$ cat config.mk
export PLATFORM = sky130hd
export DESIGN_NAME = i2c_master_seq
export DESIGN_NICKNAME = d
export VERILOG_FILES = /design/src/i2c_seq_pkg.sv /design/src/i2c_master_seq.sv
export SDC_FILE = /design/constraint.sdc
export NUM_CORES = 1
export LEC_CHECK = 0
export BUFFER_PORTS_ARGS = -buffer_cell sky130_fd_sc_hd__buf_2
export CAP_MARGIN = 30
export CORE_UTILIZATION = 55
export DETAILED_ROUTE_END_ITERATION = 6
export GPL_TIMING_DRIVEN = 0
export PLACE_DENSITY = 0.73
export SETUP_SLACK_MARGIN = 0.02
export SYNTH_ARGS = -nofsm -noshare
export SYNTH_HDL_FRONTEND = slang
export SYNTH_SLANG_ARGS = --single-unit
$ cat constraint.sdc
create_clock -name ref_clk_i -period 5.7 [get_ports ref_clk_i]
set_input_delay 1.14 -clock ref_clk_i [delete_from_list [all_inputs] [get_ports ref_clk_i]]
set_output_delay 1.14 -clock ref_clk_i [all_outputs]
set_load 0.03 [all_outputs]
$ cat src/i2c_seq_pkg.sv
// Purpose: Shared constants, states and state record of the master start/restart sequencer.
// Assumes: One register word per byte address step of four, eight data bits each.
// Notes: Four reference clocks form one instruction cycle; the rate counter ticks twice in it.
package i2c_seq_pkg;
    // Register byte addresses.
    localparam logic [7:0] ADDR_BUFFER = 8'h00;
    localparam logic [7:0] ADDR_CONTROL = 8'h04;
    localparam logic [7:0] ADDR_RATE = 8'h08;
    localparam logic [7:0] ADDR_STATUS = 8'h0c;
    localparam logic [7:0] ADDR_FLAGS = 8'h10;
    // Second control register fields.
    localparam int CTL_START = 0;
    localparam int CTL_RESTART = 1;
    localparam int CTL_STOP = 2;
    localparam int CTL_ACKSTAT = 6;
    // Port status register fields.
    localparam int STS_FULL = 0;
    localparam int STS_START = 3;
    localparam int STS_STOP = 4;
    // Event flag register fields, cleared by writing a one.
    localparam int FLG_PORT = 0;
    localparam int FLG_BUSCOL = 1;
    localparam int FLG_WRCOL = 2;
    // Reload field tops: full reload and the shorter restart reload.
    localparam int RATE_HI = 6;
    localparam int RESTART_HI = 5;
    // Phase counter values that tick the rate counter.
    localparam logic [1:0] PHASE_SECOND = 2'h1;
    localparam logic [1:0] PHASE_FOURTH = 2'h3;
    // Index of the acknowledge bit within a byte slot.
    localparam logic [3:0] ACK_BIT = 4'h8;
    localparam logic [7:0] RATE_RESET = 8'h00;

    typedef enum logic [15:0] {
        S_IDLE = 16'h0001, S_ST_WAIT = 16'h0002, S_ST_HOLD = 16'h0004,
        S_RS_PULL = 16'h0008, S_RS_SDAHI = 16'h0010, S_RS_SCLREL = 16'h0020,
        S_RS_BOTHHI = 16'h0040, S_RS_SDALO = 16'h0080, S_TX_LOW = 16'h0100,
        S_TX_REL = 16'h0200, S_TX_HIGH = 16'h0400, S_SP_SDALO = 16'h0800,
        S_SP_CNT1 = 16'h1000, S_SP_SCLREL = 16'h2000, S_SP_CNT2 = 16'h4000,
        S_SP_CNT3 = 16'h8000
    } seq_state_e;

    // Two-stage synchroniser plus one history stage for one bus line.
    typedef struct packed {
        logic s1;
        logic s2;
        logic d;
    } line_sync_s;

    typedef struct packed {
        seq_state_e state;
        logic [6:0] cnt;
        logic run;
        logic [1:0] phase;
        logic [7:0] buffer;
        logic [7:0] shifter;
        logic [3:0] bitcnt;
        logic full;
        logic start_request_bit;
        logic restart_request_bit;
        logic stop_request_bit;
        logic ackstat;
        logic start_seen;
        logic stop_seen;
        logic pif;
        logic bcol;
        logic write_collision_flag;
        logic [7:0] rate;
        logic scl_oe;
        logic sda_oe;
        logic [7:0] rdata;
        line_sync_s scl;
        line_sync_s sda;
    } seq_regs_s;

    localparam seq_regs_s REGS_RESET = '{
        state: S_IDLE, cnt: 7'h00, run: 1'b0, phase: 2'h0, buffer: 8'h00,
        shifter: 8'h00, bitcnt: 4'h0, full: 1'b0, start_request_bit: 1'b0, restart_request_bit: 1'b0,
        stop_request_bit: 1'b0, ackstat: 1'b0, start_seen: 1'b0, stop_seen: 1'b0,
        pif: 1'b0, bcol: 1'b0, write_collision_flag: 1'b0, rate: RATE_RESET, scl_oe: 1'b0,
        sda_oe: 1'b0, rdata: 8'h00, scl: 3'h7, sda: 3'h7
    };
endpackage : i2c_seq_pkg

$ cat src/i2c_master_seq.sv
// Purpose: Master start, repeated start, stop and byte transmit sequencer with rate counter.
// Assumes: Open-drain lines; an enable high pulls the line low; the bench resolves the wire.
// Notes: Requests are taken only while idle; nothing queues behind a running bus event.
//
// Functional notes
// Transmit: software loads address with direction 0, then bytes; ack follows each.
// Receive use: address byte with direction 1 goes out the same way.
// Slave ack is stored in control register; flag set at ninth clock end.
// Rate counter reloads from low seven reload bits at each bus phase.
// Buffer write starts the counter; it counts to zero then halts.
// Counter decrements on second and fourth phase of each instruction cycle.
// When an operation ends the counter stops and SCL keeps its level.
// One SCL period is two rollovers of reload plus one half cycles.
// Released SCL suspends the counter until sampled high, then reload.
// Start: both lines high, count; still high at timeout, pull SDA low.
// Start: count again; on timeout clear request, halt, hold SDA low.
// Start collision: both low at outset or SCL low early; abort to idle.
// Buffer write during start sets write collision, buffer unchanged.
// Low five control bits ignored while a start or restart runs.
// Restart: pull SCL low; once low, load short reload, release SDA.
// Restart: release SCL, both high a period, SDA low a period, done.
// Restart: start seen on the lines at once; port flag at final timeout.
// Restart request written during any other event is ignored.
// Restart collision: SDA low as SCL rises, or SCL falls too early.
// Buffer write during restart sets write collision, buffer unchanged.
// Software writes address after restart flag, then next byte after ack.
// Software: start, wait flag, address, data after each ack, then stop.
// Stop: SDA low, period, release SCL, period, release SDA, period, flag.
// Requests accepted only while idle; one bus event at a time.
//
// Local design decisions: the placing of the registers and the address-and-strobe port.
`timescale 1ns/1ps
module i2c_master_seq
    import i2c_seq_pkg::*;
(
    // Clock, reset and freeze.
    input wire logic ref_clk_i,
    input wire logic rst_i,
    input wire logic ce_i,
    // Register port.
    input wire logic [7:0] addr_i,
    input wire logic [7:0] wdata_i,
    input wire logic wr_i,
    input wire logic rd_i,
    output logic [7:0] rdata_o,
    // Bus lines, open drain.
    input wire logic scl_i,
    output logic scl_o,
    output logic scl_oe_o,
    input wire logic sda_i,
    output logic sda_o,
    output logic sda_oe_o
);
    seq_regs_s r;
    seq_regs_s n;
    logic tick;
    logic timeout;
    logic scl_s;
    logic sda_s;
    logic [6:0] rate_lo;

    // Rate ticks fall on the second and fourth phase; timeout is a tick at zero.
    assign tick = (r.phase == PHASE_SECOND) || (r.phase == PHASE_FOURTH);
    assign timeout = tick && r.run && (r.cnt == 7'h00);
    assign scl_s = r.scl.s2;
    assign sda_s = r.sda.s2;
    assign rate_lo = r.rate[RATE_HI:0];

    // Next-state logic for the whole block.
    always_comb begin
        n = r;
        n.phase = r.phase + 2'h1;
        // Line synchronisers; only the second stage and its history are read.
        n.scl.s1 = scl_i;
        n.scl.s2 = r.scl.s1;
        n.scl.d = r.scl.s2;
        n.sda.s1 = sda_i;
        n.sda.s2 = r.sda.s1;
        n.sda.d = r.sda.s2;
        // Count down on each tick, halt once zero is reached.
        if (tick && r.run) begin
            if (r.cnt != 7'h00) begin
                n.cnt = r.cnt - 7'h01;
            end else begin
                n.run = 1'b0;
            end
        end
        // Start and stop conditions seen on the lines.
        if (r.scl.d && scl_s && r.sda.d && !sda_s) begin
            n.start_seen = 1'b1;
            n.stop_seen = 1'b0;
        end
        if (r.scl.d && scl_s && !r.sda.d && sda_s) begin
            n.stop_seen = 1'b1;
            n.start_seen = 1'b0;
        end
        // Read data stands only in the cycle after the strobe.
        n.rdata = 8'h00;
        if (rd_i) begin
            case (addr_i)
                ADDR_BUFFER: n.rdata = r.buffer;
                ADDR_CONTROL: begin
                    n.rdata[CTL_START] = r.start_request_bit;
                    n.rdata[CTL_RESTART] = r.restart_request_bit;
                    n.rdata[CTL_STOP] = r.stop_request_bit;
                    n.rdata[CTL_ACKSTAT] = r.ackstat;
                end
                ADDR_RATE: n.rdata = r.rate;
                ADDR_STATUS: begin
                    n.rdata[STS_FULL] = r.full;
                    n.rdata[STS_START] = r.start_seen;
                    n.rdata[STS_STOP] = r.stop_seen;
                end
                ADDR_FLAGS: begin
                    n.rdata[FLG_PORT] = r.pif;
                    n.rdata[FLG_BUSCOL] = r.bcol;
                    n.rdata[FLG_WRCOL] = r.write_collision_flag;
                end
                default: n.rdata = 8'h00;
            endcase
        end
        // Software writes; flag clears come first so later hardware sets win.
        if (wr_i) begin
            case (addr_i)
                ADDR_FLAGS: begin
                    if (wdata_i[FLG_PORT]) n.pif = 1'b0;
                    if (wdata_i[FLG_BUSCOL]) n.bcol = 1'b0;
                    if (wdata_i[FLG_WRCOL]) n.write_collision_flag = 1'b0;
                end
                ADDR_RATE: n.rate = wdata_i;
                ADDR_BUFFER: begin
                    if (r.state == S_IDLE) begin
                        // First bit goes out with SCL pulled low.
                        n.buffer = wdata_i;
                        n.full = 1'b1;
                        n.shifter = {wdata_i[6:0], 1'b0};
                        n.sda_oe = ~wdata_i[7];
                        n.scl_oe = 1'b1;
                        n.bitcnt = 4'h0;
                        n.cnt = rate_lo;
                        n.run = 1'b1;
                        n.state = S_TX_LOW;
                    end else begin
                        n.write_collision_flag = 1'b1;
                    end
                end
                ADDR_CONTROL: begin
                    // Requests count only in idle, highest priority first.
                    if (r.state == S_IDLE) begin
                        if (wdata_i[CTL_START]) begin
                            if (scl_s && sda_s) begin
                                n.start_request_bit = 1'b1;
                                n.cnt = rate_lo;
                                n.run = 1'b1;
                                n.state = S_ST_WAIT;
                            end else if (!scl_s && !sda_s) begin
                                n.bcol = 1'b1;
                            end
                        end else if (wdata_i[CTL_RESTART]) begin
                            n.restart_request_bit = 1'b1;
                            n.scl_oe = 1'b1;
                            n.state = S_RS_PULL;
                        end else if (wdata_i[CTL_STOP]) begin
                            n.stop_request_bit = 1'b1;
                            n.sda_oe = 1'b1;
                            n.state = S_SP_SDALO;
                        end
                    end
                end
                default: ;
            endcase
        end
        // Sequencer proper.
        case (r.state)
            S_IDLE: ;
            S_ST_WAIT: begin
                if (!scl_s) begin
                    n.bcol = 1'b1;
                    n.start_request_bit = 1'b0;
                    n.run = 1'b0;
                    n.state = S_IDLE;
                end else if (timeout) begin
                    n.sda_oe = 1'b1;
                    n.cnt = rate_lo;
                    n.run = 1'b1;
                    n.state = S_ST_HOLD;
                end
            end
            S_ST_HOLD: begin
                if (timeout) begin
                    n.start_request_bit = 1'b0;
                    n.run = 1'b0;
                    n.pif = 1'b1;
                    n.state = S_IDLE;
                end
            end
            S_RS_PULL: begin
                if (!scl_s) begin
                    n.cnt = {1'b0, r.rate[RESTART_HI:0]};
                    n.run = 1'b1;
                    n.sda_oe = 1'b0;
                    n.state = S_RS_SDAHI;
                end
            end
            S_RS_SDAHI: begin
                if (timeout) begin
                    if (sda_s) begin
                        n.scl_oe = 1'b0;
                        n.state = S_RS_SCLREL;
                    end else begin
                        n.bcol = 1'b1;
                        n.restart_request_bit = 1'b0;
                        n.state = S_IDLE;
                    end
                end
            end
            S_RS_SCLREL: begin
                // Counter waits here while another party stretches SCL.
                if (scl_s) begin
                    if (!sda_s) begin
                        n.bcol = 1'b1;
                        n.restart_request_bit = 1'b0;
                        n.state = S_IDLE;
                    end else begin
                        n.cnt = rate_lo;
                        n.run = 1'b1;
                        n.state = S_RS_BOTHHI;
                    end
                end
            end
            S_RS_BOTHHI: begin
                if (!scl_s) begin
                    n.bcol = 1'b1;
                    n.restart_request_bit = 1'b0;
                    n.run = 1'b0;
                    n.state = S_IDLE;
                end else if (timeout) begin
                    n.sda_oe = 1'b1;
                    n.cnt = rate_lo;
                    n.run = 1'b1;
                    n.state = S_RS_SDALO;
                end
            end
            S_RS_SDALO: begin
                if (timeout) begin
                    n.restart_request_bit = 1'b0;
                    n.run = 1'b0;
                    n.pif = 1'b1;
                    n.state = S_IDLE;
                end
            end
            S_TX_LOW: begin
                if (timeout) begin
                    n.scl_oe = 1'b0;
                    n.state = S_TX_REL;
                end
            end
            S_TX_REL: begin
                if (scl_s) begin
                    n.cnt = rate_lo;
                    n.run = 1'b1;
                    n.state = S_TX_HIGH;
                end
            end
            S_TX_HIGH: begin
                if (timeout) begin
                    n.scl_oe = 1'b1;
                    if (r.bitcnt == ACK_BIT) begin
                        n.ackstat = sda_s;
                        n.pif = 1'b1;
                        n.run = 1'b0;
                        n.state = S_IDLE;
                    end else begin
                        n.bitcnt = r.bitcnt + 4'h1;
                        n.cnt = rate_lo;
                        n.run = 1'b1;
                        n.state = S_TX_LOW;
                        if (r.bitcnt + 4'h1 == ACK_BIT) begin
                            n.sda_oe = 1'b0;
                            n.full = 1'b0;
                        end else begin
                            n.sda_oe = ~r.shifter[7];
                            n.shifter = {r.shifter[6:0], 1'b0};
                        end
                    end
                end
            end
            S_SP_SDALO: begin
                if (!sda_s) begin
                    n.cnt = rate_lo;
                    n.run = 1'b1;
                    n.state = S_SP_CNT1;
                end
            end
            S_SP_CNT1: begin
                if (timeout) begin
                    n.scl_oe = 1'b0;
                    n.state = S_SP_SCLREL;
                end
            end
            S_SP_SCLREL: begin
                if (scl_s) begin
                    n.cnt = rate_lo;
                    n.run = 1'b1;
                    n.state = S_SP_CNT2;
                end
            end
            S_SP_CNT2: begin
                if (timeout) begin
                    n.sda_oe = 1'b0;
                    n.cnt = rate_lo;
                    n.run = 1'b1;
                    n.state = S_SP_CNT3;
                end
            end
            S_SP_CNT3: begin
                if (timeout) begin
                    n.stop_request_bit = 1'b0;
                    n.pif = 1'b1;
                    n.run = 1'b0;
                    n.state = S_IDLE;
                end
            end
            default: n = REGS_RESET;
        endcase
    end

    // State register; a low clock enable freezes everything.
    always_ff @(posedge ref_clk_i or posedge rst_i) begin
        if (rst_i) begin
            r <= REGS_RESET;
        end else if (ce_i) begin
            r <= n;
        end
    end

    // Outputs straight from the state record; the low level is always driven.
    assign rdata_o = r.rdata;
    assign scl_oe_o = r.scl_oe;
    assign sda_oe_o = r.sda_oe;
    assign scl_o = 1'b0;
    assign sda_o = 1'b0;

    // Assertions.
    property p_reload_on_high;
        @(posedge ref_clk_i) disable iff (rst_i)
        (ce_i && r.state == S_TX_REL && scl_s) |=> (r.cnt == $past(rate_lo) && r.run);
    endproperty
    a_reload_on_high: assert property (p_reload_on_high)
        else $error("Counter not reloaded when SCL seen high.");

    property p_decrement;
        @(posedge ref_clk_i) disable iff (rst_i)
        (ce_i && r.state == S_TX_LOW && tick && r.run && r.cnt != 7'h00 && !timeout)
            |=> (r.cnt == $past(r.cnt) - 7'h01);
    endproperty
    a_decrement: assert property (p_decrement)
        else $error("Counter did not step down on a tick.");

    property p_stretch_hold;
        @(posedge ref_clk_i) disable iff (rst_i)
        (ce_i && r.state == S_TX_REL && !scl_s) |=> ($stable(r.cnt) && !r.run);
    endproperty
    a_stretch_hold: assert property (p_stretch_hold)
        else $error("Counter moved while SCL held low.");

    property p_start_collision;
        @(posedge ref_clk_i) disable iff (rst_i)
        (ce_i && r.state == S_ST_WAIT && !scl_s) |=> (r.bcol && !r.start_request_bit && r.state == S_IDLE);
    endproperty
    a_start_collision: assert property (p_start_collision)
        else $error("Start collision not flagged.");

    property p_start_done;
        @(posedge ref_clk_i) disable iff (rst_i)
        (ce_i && r.state == S_ST_HOLD && timeout) |=> (!r.start_request_bit && r.sda_oe && r.pif && !r.run);
    endproperty
    a_start_done: assert property (p_start_done)
        else $error("Start did not complete properly.");

    property p_write_collision_flag;
        @(posedge ref_clk_i) disable iff (rst_i)
        (ce_i && wr_i && addr_i == ADDR_BUFFER && r.state != S_IDLE)
            |=> (r.write_collision_flag && $stable(r.buffer));
    endproperty
    a_write_collision_flag: assert property (p_write_collision_flag)
        else $error("Busy buffer write not refused.");

    property p_no_queue;
        @(posedge ref_clk_i) disable iff (rst_i)
        (ce_i && wr_i && addr_i == ADDR_CONTROL && r.state != S_IDLE && !r.stop_request_bit) |=> !r.stop_request_bit;
    endproperty
    a_no_queue: assert property (p_no_queue)
        else $error("Request taken while busy.");

    property p_restart_done;
        @(posedge ref_clk_i) disable iff (rst_i)
        (ce_i && r.state == S_RS_SDALO && timeout) |=> (!r.restart_request_bit && r.sda_oe && r.pif);
    endproperty
    a_restart_done: assert property (p_restart_done)
        else $error("Restart did not complete properly.");

    property p_ack_store;
        @(posedge ref_clk_i) disable iff (rst_i)
        (ce_i && r.state == S_TX_HIGH && timeout && r.bitcnt == ACK_BIT)
            |=> (r.pif && r.ackstat == $past(sda_s) && r.scl_oe && !r.run);
    endproperty
    a_ack_store: assert property (p_ack_store)
        else $error("Acknowledge not stored at ninth clock.");
endmodule : i2c_master_seq

==> results of run 1 <==
## metal layers
layer,wire length (um),global-route usage,vias to the layer above
li1,-,-,2540
met4,1330,0.214,0
met5,0,0,-
met3,2830,0.103,138
met1,7870,0.551,2859
met2,8730,0.628,548
## cells by family after synthesis
logic type                 count (synthesis)  synth area share
xor gates and xnor gates                   9            0.0144
adders and majority gates                  6            0.0137
and+or+nand+nor                          270             0.263
other                                      1          0.000685
buffers and inverters                     78            0.0663
AOI/OAI and AO/OA                        202             0.257
muxes                                      9            0.0171
DFF                                       80             0.367
## power by group through the flow
stage	combinational, mW	sequential (mW)	clock, mW
2_1_floorplan	0.278	0.619	0
3_3_place_gp	0.409	0.625	0
3_5_place_dp	0.418	0.627	0
4_1_cts	0.420	0.616	0.394
5_1_grt	0.460	0.619	0.416
6_report	0.442	0.617	0.398
## synthesized netlist by cell type, types with 6 or more instances
cell        n  area, um^2
nand4_1    18         113
clkbuf_1   25        93.8
nor2b_1     6        37.5
nand3_1    32         160
nor4b_1    13         114
buf_4      10        75.1
or3_1       6        37.5
a22o_1     19         166
a22oi_1    20         150
a31oi_1    11        68.8
nor2_1     68         255
mux2i_1     6        60.1
nor3_1     18        90.1
inv_1      25        93.8
nand2_1    54         203
dfstp_2     7         184
ha_1        6        75.1
o21ai_0    41         205
dfrtp_1    73        1830
buf_2      14        70.1
or4_1       7        52.6
o2bb2ai_1  11        96.3
nor4_1     11        68.8
a21oi_1    39         195
o22ai_1     6        37.5
## registers in the layout (all words and copies together) (netlist names)
register / flops
scl_s: 1
sda_s: 1
sda_oe_o: 1
scl_oe_o: 1
r: 68
rdata_o: 8
## final cells by class
type                       count  area (um^2)
tap                          133          166
timing repair buffer          35          200
inverter                      25         96.3
buffer                        53          269
sequential                    80         2010
clock inverter                 4         30.0
fill                         859         3700
multi-input combinational    498         3110
clock buffer                  11          141
## critical path, cell delays in order (launching register included)
cell and delay, ns:
dfrtp_1 0.37, clkbuf_1 0.25, nor4_2 0.48, buf_2 0.35, nand3_1 0.20, o21ai_1 0.77, nor2_1 0.20, a21oi_1 0.51
nor2_1 0.27, a21oi_1 0.25
## how the worst min path moves through the flow
stage	start	endpoint	depth (start not counted)
finish	rdata_o[3]$_DFFE_PP0P_	rdata_o[3]$_DFFE_PP0P_	1
global route	rdata_o[1]$_DFFE_PP0P_	rdata_o[1]$_DFFE_PP0P_	1
CTS	r[2]$_DFFE_PP1P_	r[2]$_DFFE_PP1P_	2
detailed placement	rdata_o[1]$_DFFE_PP0P_	rdata_o[1]$_DFFE_PP0P_	1
global placement	sda_oe_o$_DFFE_PP0P_	sda_oe_o$_DFFE_PP0P_	1
floorplan	rdata_o[0]$_DFFE_PP0P_	rdata_o[0]$_DFFE_PP0P_	1
## per-stage QoR
| step | hold slack (ns) | worst slack, ns | instances | utilization | power [mW] |
|---|---|---|---|---|---|
| 2_1_floorplan | 0.456 | 2.52 | 656 | - | 0.897 |
| 3_3_place_gp | 0.464 | 1.49 | 820 | 0.596 | 1.03 |
| 3_5_place_dp | 0.483 | 1.90 | 824 | 0.602 | 1.04 |
| 4_1_cts | 0.499 | 2.24 | 839 | 0.619 | 1.43 |
| 5_1_grt | 0.516 | 2.04 | 839 | 0.619 | 1.50 |
| 6_report | 0.494 | 1.97 | 839 | 0.619 | 1.46 |
==> results.yml, run 1 <==
clock_network:
  htreeDepth: 3
  postCtsHoldBufs: 0
  clock_latency_ns: 0.38
  cts_root_buf: "clkbuf_8"
  cts_setup_buffers: 0
  cts_buffers: 9
  clkTransAtPathRegs_ns: 0.09
  cts_tree: "done"
  clkSinkCount: 80
  clock_path_buffers: 2
  cts_resized: 0
layout:
  antenna_cells: 0
  area_growth_pct: 10.1
  mostFrequentLayoutCells: "dfrtp_1 (73), nor2_1 (68), nand2_1 (54)"
  stdcell_area_um2: 6020
  layout-drive-gt1-share: 0.152
  final_common_cell: "dfrtp_1"
  final_net_count: 731
power:
  p_per_area_nw_per_um2: 242
  clock_power_share: 0.273
  power_leakage_nw: 2.55
  combPwrFrac: 0.303
  switching_share: 0.386
  max-vdd-ir-drop_mv: 0.176
  p_int_uw: 894
  p_seq_frac: 0.424
  switchingPower_uw: 563
sta:
  drv_slew: 0
  post-route-period-util: 0.654
  max_freq_mhz: 268
  min_period_ns: 3.73
  worst_pin_slew_ns: 0.920
  max-slew-margin-rel: 0.383
  rsz0062_at_grt: "no"
  hold_viol_final: 0
  skew_ns: 0.0181
  fin_tns_setup_ns: 0
  setup_viol: 0
die:
  die_x_um: 102
  coreArea_um2: 9730
  die_area_um2: 10400
  die_h_um: 102
  rows: 36
  start_util: 0.563
  ioPinCount: 35
placed_design:
  gp_congestion: 1.03
  portBuffers: 31
  hpwl_mm: 15.2
  place_area_um2: 5850
synth:
  synth.yosys.seq_area_share: 0.367
  synthFlopType: "dfrtp_1"
  synthDistinctLibCells: 73
  synth_edf_count: 0
  ys_seq_elements: 80
  synthArstFlopShare: 1.00
  syn_avg_cell_area_um2: 8.36
  synth_cells: 655
  synth.cell_area_um2: 5470
  synth.yosys.warnings: 0
critical_path:
  critPathLaunchType: "flip-flop"
  endpoint_kind: "flip-flop"
  path_max_fanout: 10
  crit_arrival_ns: 4.02
  r2r_end: "r[65]$_DFFE_PP0P_"
  r2r-start: "r[75]$_DFFE_PP0P_"
  r2r_slack_ns: 1.97
  endpoint: "r[65]$_DFFE_PP0P_"
  ff2ff_path_depth: 9
  critPathRequiredTime_ns: 5.99
  cp-startpoint: "r[75]$_DFFE_PP0P_"
  worstSetupPathType: "reg -> reg"
route:
  drtIter0Drc: 1078
  via_per_inst: 7.25
  drcViolationCount: 0
  vias: 6085
  ant_nets: 0
  firstDrtPassIters: 6
  routed_wl_mm: 20.8
  wl_per_cell_um: 24.7
global_routing:
  overflow: 0
  grt_max_degree: 47
  antenna_found_initial: 0
  track_usage: 0.415
  grt_pass1_vias: 5549
  grt_pass1_wl_mm: 31.3
run_status:
  status: "completed"
min_path:
  hp-class: "reg -> reg"
job:
  maxCapViolCount: 0
(Power assumes the default switching activity.)
==> run 2: changes to the inputs <==
--- a/config.mk
+++ b/config.mk
@@ -10,7 +10,7 @@
 export CORE_UTILIZATION = 55
 export DETAILED_ROUTE_END_ITERATION = 6
 export GPL_TIMING_DRIVEN = 0
-export PLACE_DENSITY = 0.73
+export PLACE_DENSITY = 0.76
 export SETUP_SLACK_MARGIN = 0.02
 export SYNTH_ARGS = -nofsm -noshare
 export SYNTH_HDL_FRONTEND = slang
==> constraint.sdc (replaced) <==
create_clock -name ref_clk_i -period 3.2 [get_ports ref_clk_i]
set_input_delay 0.64 -clock ref_clk_i [delete_from_list [all_inputs] [get_ports ref_clk_i]]
set_output_delay 0.64 -clock ref_clk_i [all_outputs]
set_load 0.03 [all_outputs]
==> results.yml, run 2 (synthesized netlist as in run 1, its figures left out) <==
sta:
  max-slew-margin-rel: 0.381
  max_freq_mhz: 319
  skew_ns: 0.0176
  hold_viol_final: 0
  setup_viol: 0
  worst_slack_ns: 0.0677
  post-route-period-util: 0.979
  drv_slew: 0
  rsz0062_at_grt: "yes"
  worst_pin_slew_ns: 0.929
  fin_tns_setup_ns: 0
  min_period_ns: 3.13
layout:
  fin_cells: 841
  largest_register_ffs: 68
  layout-drive-gt1-share: 0.179
  antenna_cells: 0
  multi_input_area_um2: 3250
  area_growth_pct: 13.9
  final_common_cell: "dfrtp_1"
  top_register: "r"
  fillers: 819
  final_net_count: 732
  stdcell_area_um2: 6230
  mostFrequentLayoutCells: "dfrtp_1 (73), nor2_1 (67), nand2_1 (54)"
  regArea_um2: 2010
route:
  drcViolationCount: 0
  route.met2.wl_mm: 9.01
  dr.max_layer_used: "met5"
  drtIter0Drc: 1014
  vias: 6072
  routed_wl_mm: 20.7
  ant_nets: 0
  drt-met1-wl_mm: 7.81
  wl_met3_mm: 2.70
  wl_per_cell_um: 24.6
  via_per_inst: 7.22
  firstDrtPassIters: 7
placed_design:
  hpwl_mm: 15.0
  dpl.cell_count: 822
  place_area_um2: 5840
  place_ws_ns: -0.183
  portBuffers: 31
  gp_congestion: 0.974
global_routing:
  track_usage: 0.415
  grt_pass1_wl_mm: 31.2
  overflow: 0
  grt_max_degree: 52
  antenna_found_initial: 0
  grt_pass1_vias: 5549
critical_path:
  cp_slowest_cell: "nor4_4"
  crit_top_cell: "nor4_4"
  crit_chain: "buf_2, nor4_4, clkbuf_2, nand4_1, o21ai_2, nor4_4, nand3_1, a2bb2oi_1, mux2_2"
  critPathLaunchType: "flip-flop"
  slowest_delay_ns: 0.59
  path_max_fanout: 10
  critPathRequiredTime_ns: 3.47
  crit_arrival_ns: 3.40
  endpoint_kind: "flip-flop"
  worstSetupPathType: "reg -> reg"
clock_network:
  postCtsHoldBufs: 0
  clock_latency_ns: 0.38
  cts_tree: "done"
  clkTransAtPathRegs_ns: 0.11
  cts_buffers: 9
  cts_root_buf: "clkbuf_8"
  htreeDepth: 3
  clock_path_buffers: 2
  clkSinkCount: 80
power:
  max-vdd-ir-drop_mv: 0.245
  p_per_area_nw_per_um2: 456
  power_leakage_nw: 2.63
die:
  die_h_um: 102
  ioPinCount: 35
  die_area_um2: 10400
  die_x_um: 102
  start_util: 0.563
  rows: 36
  coreArea_um2: 9730
run_status:
  status: "completed"
min_path:
  hp-class: "in -> async"
job:
  maxCapViolCount: 0
==> run 2: worst paths after layout <==
| kind | start | slack (ns) | endpoint | depth (start not counted) |
|---|---|---|---|---|
| min reg2reg | rdata_o[7]$_DFFE_PP0P_ | 0.50 | rdata_o[7]$_DFFE_PP0P_ | 1 |
| min | rst_i | 0.26 | r[41]$_DFFE_PP0P_ | 2 |
| max | r[64]$_DFFE_PP1P_ | 0.07 | r[34]$_DFFE_PP0P_ | 9 |
| max reg2reg | r[64]$_DFFE_PP1P_ | 0.07 | r[34]$_DFFE_PP0P_ | 9 |
| min in group ref_clk_i | rdata_o[7]$_DFFE_PP0P_ | 0.50 | rdata_o[7]$_DFFE_PP0P_ | 1 |
| max in group asynchronous | rst_i | 2.32 | r[3]$_DFFE_PP1P_ | 3 |
==> run 2: layout make-up <==
| type | instances | area share |
|---|---|---|
| plain buffers | 53 | 0.0435 |
| repair buffers | 36 | 0.0337 |
| clock buffers | 9 | 0.0199 |
| clock inverters | 7 | 0.0175 |
| multi-input cells | 498 | 0.521 |
| inverters | 25 | 0.0155 |
| flip-flops and latches | 80 | 0.322 |
| well taps | 133 | 0.0267 |
==> run 2: report_power, final <==
part	switching (mW)	internal (mW)	total, mW
clock network	0.463	0.458	0.921
registers	0.0382	1.06	1.10
logic	0.572	0.249	0.821
==> run 2: routing by layer <==
layer  vias to the layer above  GRT usage
met5                         -          0
met2                       540      0.618
met1                      2845      0.565
li1                       2557          -
met3                       126      0.112
met4                         4      0.190
==> run 2: through the flow <==
step	hold slack, ns	util	total power, mW
finish	0.256	0.641	2.84
global route	0.291	0.641	2.91
CTS	0.275	0.631	2.77
detailed placement	0.474	0.600	1.85
global placement	0.466	0.596	1.84
floorplan	0.456	-	1.60
==> run 2: critical path: cells and delay by family (launching register included) <==
family                 cells  cell delay (ns)
AO/OA/AOI/OAI              2             0.41
buffers and inverters      2             0.50
multiplexers               1             0.30
flip-flops                 1             0.56
AND/OR/NAND/NOR            4             1.25
==> run 2: timing repair <==
item / CTS / global route
setup endpoints to repair: 47 / 47
setup buffers: 2 / 1
pin swaps: 1 / 2
gates resized for setup: 10 / 17
